### config.mk
export PLATFORM = sky130hd
export DESIGN_NAME = rmsb_bank
export DESIGN_NICKNAME = d
export VERILOG_FILES = /design/src/rtl/rmsb_pkg.sv /design/src/rtl/rmsb_bank.sv
export SDC_FILE = /design/constraint.sdc
export NUM_CORES = 1
export LEC_CHECK = 0
export ABC_AREA = 1
export ABC_CLOCK_PERIOD_IN_PS = 2870
export BUFFER_PORTS_ARGS = -buffer_cell sky130_fd_sc_hd__clkbuf_2
export CAP_MARGIN = 20
export CORE_MARGIN = 5
export CORE_UTILIZATION = 45
export DETAILED_ROUTE_END_ITERATION = 10
export SLEW_MARGIN = 15
export SYNTH_ARGS = -nofsm -noshare
export SYNTH_HDL_FRONTEND = slang
export SYNTH_SLANG_ARGS = --single-unit
### constraint.sdc
create_clock -name CLK -period 2.87 [get_ports CLK]
set_input_delay 0.4305 -clock CLK [delete_from_list [all_inputs] [get_ports CLK]]
set_output_delay 0.4305 -clock CLK [all_outputs]
set_load 0.005 [all_outputs]
### src/rtl/rmsb_pkg.sv
// Summary of operation
// - Two 32-bit status registers, 16-bit halves
// - Error counter overflow sets status two low 5
// - Frame counter overflow sets status two low 4
// - Lost counter overflow sets status two low 6
// - Mode bit 2 picks bus A, else B
// - Rotation expiry with late count sets low 10
// - Rotation expiry in T4/T5 sets low 1
// - Source address MSB sets frame status 28
// - Frame status reports E, A, C indicators
// - Claim and beacon flags in status two upper
// - Receive flags in status two upper
// - Ring flags in status two lower
// - Queue lock flags at status one low 0-3
// - Underrun flags at status one low 12-15
// - Tag mode: buffer full flags, transmit abort
// - Chain end 4-7, frame end 0-3, one upper
// - Mode register control bit positions
// - State register bit 3: host request pending
package rmsb_pkg;
    // ------------------------------------------------
    // Register map
    // ------------------------------------------------
    localparam logic [3:0] ADDR_S1HI = 4'h0;
    localparam logic [3:0] ADDR_S1LO = 4'h1;
    localparam logic [3:0] ADDR_S2HI = 4'h2;
    localparam logic [3:0] ADDR_S2LO = 4'h3;
    localparam logic [3:0] ADDR_MODE1 = 4'h4;
    localparam logic [3:0] ADDR_MODE2 = 4'h5;
    localparam logic [3:0] ADDR_STATE = 4'h6;
    localparam logic [3:0] ADDR_HDATA = 4'h7;
    localparam logic [3:0] ADDR_ENABLE_BASE = 4'h8;
    localparam logic [3:0] ADDR_CLEAR_BASE = 4'hc;
    // ------------------------------------------------
    // Field positions and reset values
    // ------------------------------------------------
    localparam int S1HI_ABORT = 15;
    localparam int S1HI_SFULL = 10;
    localparam int S1HI_AFULL = 9;
    localparam int S1HI_CHAIN = 4;
    localparam int S1HI_FEND = 0;
    localparam int S1LO_LOCK = 0;
    localparam int S1LO_UNDER = 12;
    localparam int S2HI_RCOMP = 15;
    localparam int S2HI_RMT = 14;
    localparam int S2HI_RABT = 13;
    localparam int S2HI_RFULL = 12;
    localparam int S2HI_ROVR = 11;
    localparam int S2HI_RSNGL = 10;
    localparam int S2HI_RFCOV = 9;
    localparam int S2HI_SFERR = 7;
    localparam int S2HI_MYCLM = 5;
    localparam int S2HI_HICLM = 4;
    localparam int S2HI_LOCLM = 3;
    localparam int S2HI_MYBEC = 1;
    localparam int S2HI_OTBEC = 0;
    localparam int S2LO_RNGOP = 15;
    localparam int S2LO_MULTDA = 14;
    localparam int S2LO_TKERR = 13;
    localparam int S2LO_TKISS = 12;
    localparam int S2LO_VALIDTX = 11;
    localparam int S2LO_ROTLATE = 10;
    localparam int S2LO_MISS = 9;
    localparam int S2LO_PHYINV = 7;
    localparam int S2LO_LOST = 6;
    localparam int S2LO_ERRC = 5;
    localparam int S2LO_FRMC = 4;
    localparam int S2LO_SIFG = 3;
    localparam int S2LO_ROTREC = 1;
    localparam int MODE1_SNGL = 15;
    localparam int MODE1_SHORTA = 11;
    localparam int MODE1_RXSEL = 2;
    localparam int MODE2_SYMBOL_CONTROL_BIT = 5;
    localparam int MODE2_SYNC_HOST_DMA_REQUEST = 6;
    localparam int STATE_PEND = 3;
    localparam int RFS_SRCRT = 28;
    localparam int RFS_EAC = 0;
    localparam logic [15:0] MODE1_RESET = 16'h0004;
    localparam logic [15:0] MODE2_RESET = 16'h0000;
    localparam logic [15:0] CNT_MAX = 16'hffff;
    localparam logic [2:0] TX_T4 = 3'h4;
    localparam logic [2:0] TX_T5 = 3'h5;
    // ------------------------------------------------
    // Event carrier
    // ------------------------------------------------
    typedef struct packed {
        logic [3:0] tx_frame_end;
        logic [3:0] tx_chain_end;
        logic sync_full;
        logic async_full;
        logic tx_abort;
        logic [3:0] queue_lock;
        logic [3:0] tx_underrun;
        logic [6:0] rx_flags;
        logic [5:0] recovery_flags;
        logic [7:0] ring_flags;
        logic trt_expired;
        logic late_count_nz;
        logic err_event;
        logic rx_frame;
        logic lost_frame;
    } rmsb_event_type;
endpackage

### src/rtl/rmsb_bank.sv
// The address map and the plain strobed port are this design's own decisions.
`timescale 1ns/1ps
`default_nettype none
module rmsb_bank (
    // Clock and reset
    input wire logic CLK,
    input wire logic RST,
    // Register port
    input wire logic [3:0] REG_ADDR,
    input wire logic [15:0] REG_WDATA,
    input wire logic REG_WR,
    input wire logic REG_RD,
    output logic [15:0] REG_RDATA,
    // Events from the controller
    input wire rmsb_pkg::rmsb_event_type EVENTS,
    input wire logic [2:0] TX_STATE,
    input wire logic TAG_MODE,
    input wire logic [15:0] MAC_STATE,
    input wire logic HDATA_DONE,
    // Receive frame status
    input wire logic FRAME_DONE,
    input wire logic SRC_ADDR_MSB,
    input wire logic [2:0] RX_EAC_INDICATORS,
    output logic [31:0] RX_FRAME_STATUS,
    // Physical layer receive buses
    input wire logic [9:0] RX_BUS_A,
    input wire logic [9:0] RX_BUS_B,
    output logic [9:0] RX_SYMBOL,
    // Mode outputs
    output logic SINGLE_FRAME_RX_MODE,
    output logic SHORT_ADDR_SELECT,
    output logic SYMBOL_CONTROL_BIT,
    output logic SYNC_HOST_DMA_REQUEST,
    // Interrupt
    output logic IRQ
);
    // ------------------------------------------------
    // Decoding
    // ------------------------------------------------
    function automatic logic in_group(input logic [3:0] a, input logic [3:0] base);
        in_group = (a[3:2] == base[3:2]);
    endfunction

    logic [15:0] status [4];
    logic [15:0] enable [4];
    logic [15:0] set_vec [4];
    logic [15:0] clr_vec [4];
    logic [15:0] mode_one;
    logic [15:0] mode_two;
    logic [15:0] host_data_register;
    logic host_request_pending;
    logic [15:0] error_event_counter;
    logic [15:0] rx_frame_counter;
    logic [15:0] lost_frame_counter;
    logic [9:0] bus_a_s1, bus_a_s2, bus_b_s1, bus_b_s2;
    logic [15:0] next_rdata;

    wire wr_clear = REG_WR && in_group(REG_ADDR, rmsb_pkg::ADDR_CLEAR_BASE);
    wire wr_enable = REG_WR && in_group(REG_ADDR, rmsb_pkg::ADDR_ENABLE_BASE);
    wire rd_enable = in_group(REG_ADDR, rmsb_pkg::ADDR_ENABLE_BASE);
    wire [1:0] idx = REG_ADDR[1:0];
    wire hdata_access = (REG_WR || REG_RD) && (REG_ADDR == rmsb_pkg::ADDR_HDATA);
    wire rx_bus_select = mode_one[rmsb_pkg::MODE1_RXSEL];
    wire err_ovf = EVENTS.err_event && (error_event_counter == rmsb_pkg::CNT_MAX);
    wire frm_ovf = EVENTS.rx_frame && (rx_frame_counter == rmsb_pkg::CNT_MAX);
    wire lost_ovf = EVENTS.lost_frame && (lost_frame_counter == rmsb_pkg::CNT_MAX);
    wire trt_late = EVENTS.trt_expired && EVENTS.late_count_nz;
    wire trt_rec = EVENTS.trt_expired
        && (TX_STATE == rmsb_pkg::TX_T4 || TX_STATE == rmsb_pkg::TX_T5);

    // ------------------------------------------------
    // Event placement
    // ------------------------------------------------
    always_comb begin
        for (int i = 0; i < 4; i++) begin
            set_vec[i] = 16'h0000;
        end
        set_vec[0][rmsb_pkg::S1HI_FEND +: 4] = EVENTS.tx_frame_end;
        set_vec[0][rmsb_pkg::S1HI_CHAIN +: 4] = EVENTS.tx_chain_end;
        set_vec[0][rmsb_pkg::S1HI_SFULL] = TAG_MODE && EVENTS.sync_full;
        set_vec[0][rmsb_pkg::S1HI_AFULL] = TAG_MODE && EVENTS.async_full;
        set_vec[0][rmsb_pkg::S1HI_ABORT] = TAG_MODE && EVENTS.tx_abort;
        set_vec[1][rmsb_pkg::S1LO_LOCK +: 4] = EVENTS.queue_lock;
        set_vec[1][rmsb_pkg::S1LO_UNDER +: 4] = EVENTS.tx_underrun;
        set_vec[2][rmsb_pkg::S2HI_RCOMP] = EVENTS.rx_flags[6];
        set_vec[2][rmsb_pkg::S2HI_RMT] = EVENTS.rx_flags[5];
        set_vec[2][rmsb_pkg::S2HI_RABT] = EVENTS.rx_flags[4];
        set_vec[2][rmsb_pkg::S2HI_RFULL] = EVENTS.rx_flags[3];
        set_vec[2][rmsb_pkg::S2HI_ROVR] = EVENTS.rx_flags[2];
        set_vec[2][rmsb_pkg::S2HI_RSNGL] = EVENTS.rx_flags[1];
        set_vec[2][rmsb_pkg::S2HI_RFCOV] = EVENTS.rx_flags[0];
        set_vec[2][rmsb_pkg::S2HI_SFERR] = EVENTS.recovery_flags[5];
        set_vec[2][rmsb_pkg::S2HI_MYCLM] = EVENTS.recovery_flags[4];
        set_vec[2][rmsb_pkg::S2HI_HICLM] = EVENTS.recovery_flags[3];
        set_vec[2][rmsb_pkg::S2HI_LOCLM] = EVENTS.recovery_flags[2];
        set_vec[2][rmsb_pkg::S2HI_MYBEC] = EVENTS.recovery_flags[1];
        set_vec[2][rmsb_pkg::S2HI_OTBEC] = EVENTS.recovery_flags[0];
        set_vec[3][rmsb_pkg::S2LO_RNGOP] = EVENTS.ring_flags[7];
        set_vec[3][rmsb_pkg::S2LO_MULTDA] = EVENTS.ring_flags[6];
        set_vec[3][rmsb_pkg::S2LO_TKERR] = EVENTS.ring_flags[5];
        set_vec[3][rmsb_pkg::S2LO_TKISS] = EVENTS.ring_flags[4];
        set_vec[3][rmsb_pkg::S2LO_VALIDTX] = EVENTS.ring_flags[3];
        set_vec[3][rmsb_pkg::S2LO_MISS] = EVENTS.ring_flags[2];
        set_vec[3][rmsb_pkg::S2LO_PHYINV] = EVENTS.ring_flags[1];
        set_vec[3][rmsb_pkg::S2LO_SIFG] = EVENTS.ring_flags[0];
        set_vec[3][rmsb_pkg::S2LO_ERRC] = err_ovf;
        set_vec[3][rmsb_pkg::S2LO_FRMC] = frm_ovf;
        set_vec[3][rmsb_pkg::S2LO_LOST] = lost_ovf;
        set_vec[3][rmsb_pkg::S2LO_ROTLATE] = trt_late;
        set_vec[3][rmsb_pkg::S2LO_ROTREC] = trt_rec;
    end

    // ------------------------------------------------
    // Sticky status halves
    // ------------------------------------------------
    // four separately addressed halves
    genvar g;
    generate
        for (g = 0; g < 4; g++) begin : g_half
            assign clr_vec[g] = (wr_clear && idx == 2'(g)) ? REG_WDATA : 16'h0000;
            always_ff @(posedge CLK) begin
                if (RST) begin
                    status[g] <= 16'h0000;
                    enable[g] <= 16'h0000;
                end else begin
                    status[g] <= (status[g] & ~clr_vec[g]) | set_vec[g];
                    if (wr_enable && idx == 2'(g)) begin
                        enable[g] <= REG_WDATA;
                    end
                end
            end
        end
    endgenerate

    wire irq_any = |(status[0] & enable[0]) || |(status[1] & enable[1])
        || |(status[2] & enable[2]) || |(status[3] & enable[3]);
    assign IRQ = irq_any;

    // ------------------------------------------------
    // Counters, modes, host data
    // ------------------------------------------------
    // Counters wrap; only the overflow flag survives
    always_ff @(posedge CLK) begin
        if (RST) begin
            error_event_counter <= 16'h0000;
            rx_frame_counter <= 16'h0000;
            lost_frame_counter <= 16'h0000;
        end else begin
            error_event_counter <= error_event_counter + 16'(EVENTS.err_event);
            rx_frame_counter <= rx_frame_counter + 16'(EVENTS.rx_frame);
            lost_frame_counter <= lost_frame_counter + 16'(EVENTS.lost_frame);
        end
    end

    always_ff @(posedge CLK) begin
        if (RST) begin
            mode_one <= rmsb_pkg::MODE1_RESET;
            mode_two <= rmsb_pkg::MODE2_RESET;
            host_data_register <= 16'h0000;
        end else begin
            if (REG_WR && REG_ADDR == rmsb_pkg::ADDR_MODE1) begin
                mode_one <= REG_WDATA;
            end
            if (REG_WR && REG_ADDR == rmsb_pkg::ADDR_MODE2) begin
                mode_two <= REG_WDATA;
            end
            if (REG_WR && REG_ADDR == rmsb_pkg::ADDR_HDATA) begin
                host_data_register <= REG_WDATA;
            end
        end
    end
    assign SINGLE_FRAME_RX_MODE = mode_one[rmsb_pkg::MODE1_SNGL];
    assign SHORT_ADDR_SELECT = mode_one[rmsb_pkg::MODE1_SHORTA];
    assign SYMBOL_CONTROL_BIT = mode_two[rmsb_pkg::MODE2_SYMBOL_CONTROL_BIT];
    assign SYNC_HOST_DMA_REQUEST = mode_two[rmsb_pkg::MODE2_SYNC_HOST_DMA_REQUEST];

    // pending until done; new access wins
    always_ff @(posedge CLK) begin
        if (RST) begin
            host_request_pending <= 1'b0;
        end else begin
            host_request_pending <= hdata_access || (host_request_pending && !HDATA_DONE);
        end
    end

    // ------------------------------------------------
    // Receive path
    // ------------------------------------------------
    // Pins cross in through two flops
    always_ff @(posedge CLK) begin
        if (RST) begin
            bus_a_s1 <= 10'h000;
            bus_a_s2 <= 10'h000;
            bus_b_s1 <= 10'h000;
            bus_b_s2 <= 10'h000;
            RX_SYMBOL <= 10'h000;
        end else begin
            bus_a_s1 <= RX_BUS_A;
            bus_a_s2 <= bus_a_s1;
            bus_b_s1 <= RX_BUS_B;
            bus_b_s2 <= bus_b_s1;
            RX_SYMBOL <= rx_bus_select ? bus_a_s2 : bus_b_s2;
        end
    end

    always_ff @(posedge CLK) begin
        if (RST) begin
            RX_FRAME_STATUS <= 32'h00000000;
        end else if (FRAME_DONE) begin
            RX_FRAME_STATUS <= 32'h00000000;
            RX_FRAME_STATUS[rmsb_pkg::RFS_SRCRT] <= SRC_ADDR_MSB;
            RX_FRAME_STATUS[rmsb_pkg::RFS_EAC +: 3] <= RX_EAC_INDICATORS;
        end
    end

    // ------------------------------------------------
    // Read path
    // ------------------------------------------------
    always_comb begin
        next_rdata = 16'h0000;
        if (REG_RD) begin
            if (REG_ADDR[3:2] == 2'b00) begin
                next_rdata = status[idx];
            end else if (rd_enable) begin
                next_rdata = enable[idx];
            end else begin
                case (REG_ADDR)
                    rmsb_pkg::ADDR_MODE1: next_rdata = mode_one;
                    rmsb_pkg::ADDR_MODE2: next_rdata = mode_two;
                    rmsb_pkg::ADDR_HDATA: next_rdata = host_data_register;
                    rmsb_pkg::ADDR_STATE: begin
                        next_rdata = MAC_STATE;
                        next_rdata[rmsb_pkg::STATE_PEND] = host_request_pending;
                    end
                    default: next_rdata = 16'h0000;
                endcase
            end
        end
    end

    // Clear registers read as zero
    always_ff @(posedge CLK) begin
        if (RST) begin
            REG_RDATA <= 16'h0000;
        end else begin
            REG_RDATA <= next_rdata;
        end
    end
endmodule // rmsb_bank
`default_nettype wire

==> flow_summary_export.csv <==
group,metric,value,unit
worst_setup_path,critPathKind,"register to output pin",
global_routing,grt_pass1_vias,10950,
sta,fmax,445,MHz
routing,ant_nets,0,
outcome,status,"finished, final reports clean",
pwr,powerDensity,609,nW/um^2
sta,slew_viol_final,0,
pwr,p_comb_share,8.1,%
worst_setup_path,r2r-start,"mode_one[2]",
finish,final_cell_mix,"612 x nand2_1, 286 x nor2_1, 231 x dfxtp_1",
synthesis,ys_warn_count,0,
finish,fin_cells,2368,
routing,vias_per_cell,4.99,
routing,drt_pass1_iterations,5,
worst_setup_path,crit_path_start_kind,"register",
clocking,tritoncts,"yes",
clocking,holdBufCountCts,0,
job,cap_violations,0,
routing,routed-via-count,11811,
floorplan,core-area,29500,um^2
synthesis,synthCells,1829,
pwr,ir_drop,438,uV
min_path,min_from,"RX_BUS_B[7]",
worst_setup_path,cp.required,2.44,ns
place,dp.cells,2311,
clocking,clkSlewWorstSetupHoldPaths,0.06,ns
pwr,switching_share,24.1,%
floorplan,initial_core_util,45.3,%
finish,nets,2075,
sta,tightest_slew,0.860,ns
worst_setup_path,critPathMaxFanout,2,
place,dp_hpwl,26900,um
clocking,root_buffer,"clkbuf_16",
global_routing,grt_max_degree,80,
routing,drc,0,
worst_setup_path,startpoint,"enable[2][8]",
place,numPortBuffers,147,
routing,drt_wl_total,38900,um
pwr,finalPower,0.00930,W
place,place_congestion,0.925,
place,dpl-instance-area,14200,um^2
routing,drt_iter0_drc,812,
clocking,cts_buffer_depth,3,
finish,finish.instance_area,15300,um^2
global_routing,grt-ovfl-total,0,
sta,fin_crit,2.25,ns
finish,antennaDiodeCount,0,
sta,tns,0,ns
clocking,numCtsBuffers,31,
pwr,power.switching,0.00224,W
floorplan,io_pins,178,
floorplan,die_area,33200,um^2
pwr,power.leakage,6.81,nW
finish,layout-drive-gt1-share,12.5,%
clocking,cts_resized,0,
min_path,hp-class,"primary input to register",
clocking,clk_latency,0.57,ns
worst_setup_path,worstSetupEndpointType,"output pin",
sta,fin_crit_sh,78.3,%
floorplan,die_x,182,um
pwr,power_frac_seq,48.3,%
synthesis,yosysUniqueCellTypes,36,
routing,post_drt_wl_per_cell,16.4,um
synthesis,syn_area,13400,um^2
sta,finClkSkew,0.00861,ns
global_routing,antenna_found_initial,0,
finish,areaGrowthSynthToFinish,14.3,%
finish,final_common_cell,"nand2_1",
floorplan,row_count,63,
sta,rsz0062_at_grt,"false",
clocking,post-cts-setup-buffers,0,
clocking,htreeDepth,1,
sta,setup_viol,0,
synthesis,ys_seq_area_share,49.0,%
worst_setup_path,arrival,1.82,ns
pwr,p_int,0.00706,W
sta,timing_hold_violations_final,0,
global_routing,grt_pass1_wl,59900,um
pwr,pwr-share-clk,43.6,%
synthesis,syn_avg_cell_area,7.31,um^2
global_routing,gr-usage-all-layers,22.6,%
floorplan,die_y,182,um
synthesis,ys_ff_latch,295,
clocking,cts.sinks,295,
sta,relSlewSlack,42.6,%
==> Yosys cell counts, drive strengths merged <==
library cell / count / area share (%)
conb: 1 / 0.028
nand3b: 1 / 0.056
nand4: 30 / 1.4
nor2: 297 / 9.2
or2: 1 / 0.047
clkinv: 1 / 0.028
nor3b: 1 / 0.056
nand2: 616 / 17
clkbuf: 24 / 0.67
dfxtp: 231 / 35
edfxtp: 64 / 14
inv: 161 / 4.6
o21ai: 57 / 2.1
xnor2: 9 / 0.59
and2: 1 / 0.047
xor2: 9 / 0.59
o21a: 3 / 0.17
nand3: 114 / 4.9
buf: 79 / 3.9
o211ai: 1 / 0.056
a21oi: 118 / 4.4
nor3: 4 / 0.15
ha: 6 / 0.56
==> power by group through the flow <==
stage / combinational [W] / sequential, W / clock, W
4_1_cts: 0.000753 / 0.00449 / 0.00414
2_1_floorplan: 0.000481 / 0.00455 / 0
3_5_place_dp: 0.000750 / 0.00458 / 0
3_3_place_gp: 0.000743 / 0.00458 / 0
5_1_grt: 0.000838 / 0.00451 / 0.00430
6_report: 0.000751 / 0.00449 / 0.00406
==> layer usage <==
| metal | up-vias | wire length (um) | global-route usage, % |
|---|---|---|---|
| li1 | 5950 | - | - |
| met1 | 5386 | 16200 | 29.1 |
| met2 | 395 | 18500 | 38.7 |
| met3 | 80 | 2760 | 3.75 |
| met4 | 0 | 1480 | 8.05 |
| met5 | - | 0 | 0 |
==> logic make-up (layout without fill, tap and decap cells) <==
family | after synthesis | count (layout) | synth area share, %
AND/OR/NAND/NOR | 1065 | 1065 | 33.3
flip-flops | 295 | 295 | 49.0
buffers and inverters | 265 | 387 | 9.21
AO/OA/AOI/OAI | 179 | 179 | 6.78
XOR/XNOR | 18 | 18 | 1.18
adder cells (fa/ha/maj) | 6 | 6 | 0.562
other | 1 | 28 | 0.0281
==> final cells by class <==
cell class                 count  area, um^2
clock inverter                 9         103
multi-input combinational   1296        5690
clock buffer                  48         942
fill                        2881       14200
inverter                     162         616
sequential                   295        6550
tap                          390         488
timing repair buffer         168         896
==> path summary, 6_finish.rpt <==
check | end | slack, ns | cells after the start
worst max register to register | RX_SYMBOL[7] | 1.31 | 3
worst min-delay path | bus_b_s1[7] | 0.05 | 3
worst min register to register | bus_b_s2[6] | 0.40 | 2
worst max-delay path | IRQ | 0.62 | 7
==> worst max-delay path, stage by stage, from the launching register on <==
cell and delay (ns):
edfxtp_1 0.40, nand2_1 0.17, nand4_1 0.15, nor2_1 0.12, nand2_1 0.06, nor2_1 0.12
nand2_1 0.11, clkbuf_2 0.13
==> through the flow <==
stage	utilization (%)	setup slack [ns]	hold slack (ns)
floorplan	-	0.412	0.388
global placement	48.3	0.587	0.390
detailed placement	48.3	0.579	0.395
CTS	51.8	0.606	0.0306
global route	51.8	0.541	0.0397
finish	51.8	0.622	0.0488
==> flip-flops by register name, indices dropped and copies added, names as in the netlist <==
register              cells
REG_RDATA                16
host_data_register       16
bus_b_s1                 10
RX_FRAME_STATUS           4
lost_frame_counter       16
rx_frame_counter         16
status                   64
RX_SYMBOL                10
bus_b_s2                 10
mode_one                 16
bus_a_s1                 10
bus_a_s2                 10
error_event_counter      16
host_request_pending      1
mode_two                 16
enable                   64
No activity file was read; power rests on OpenSTA's default activity.
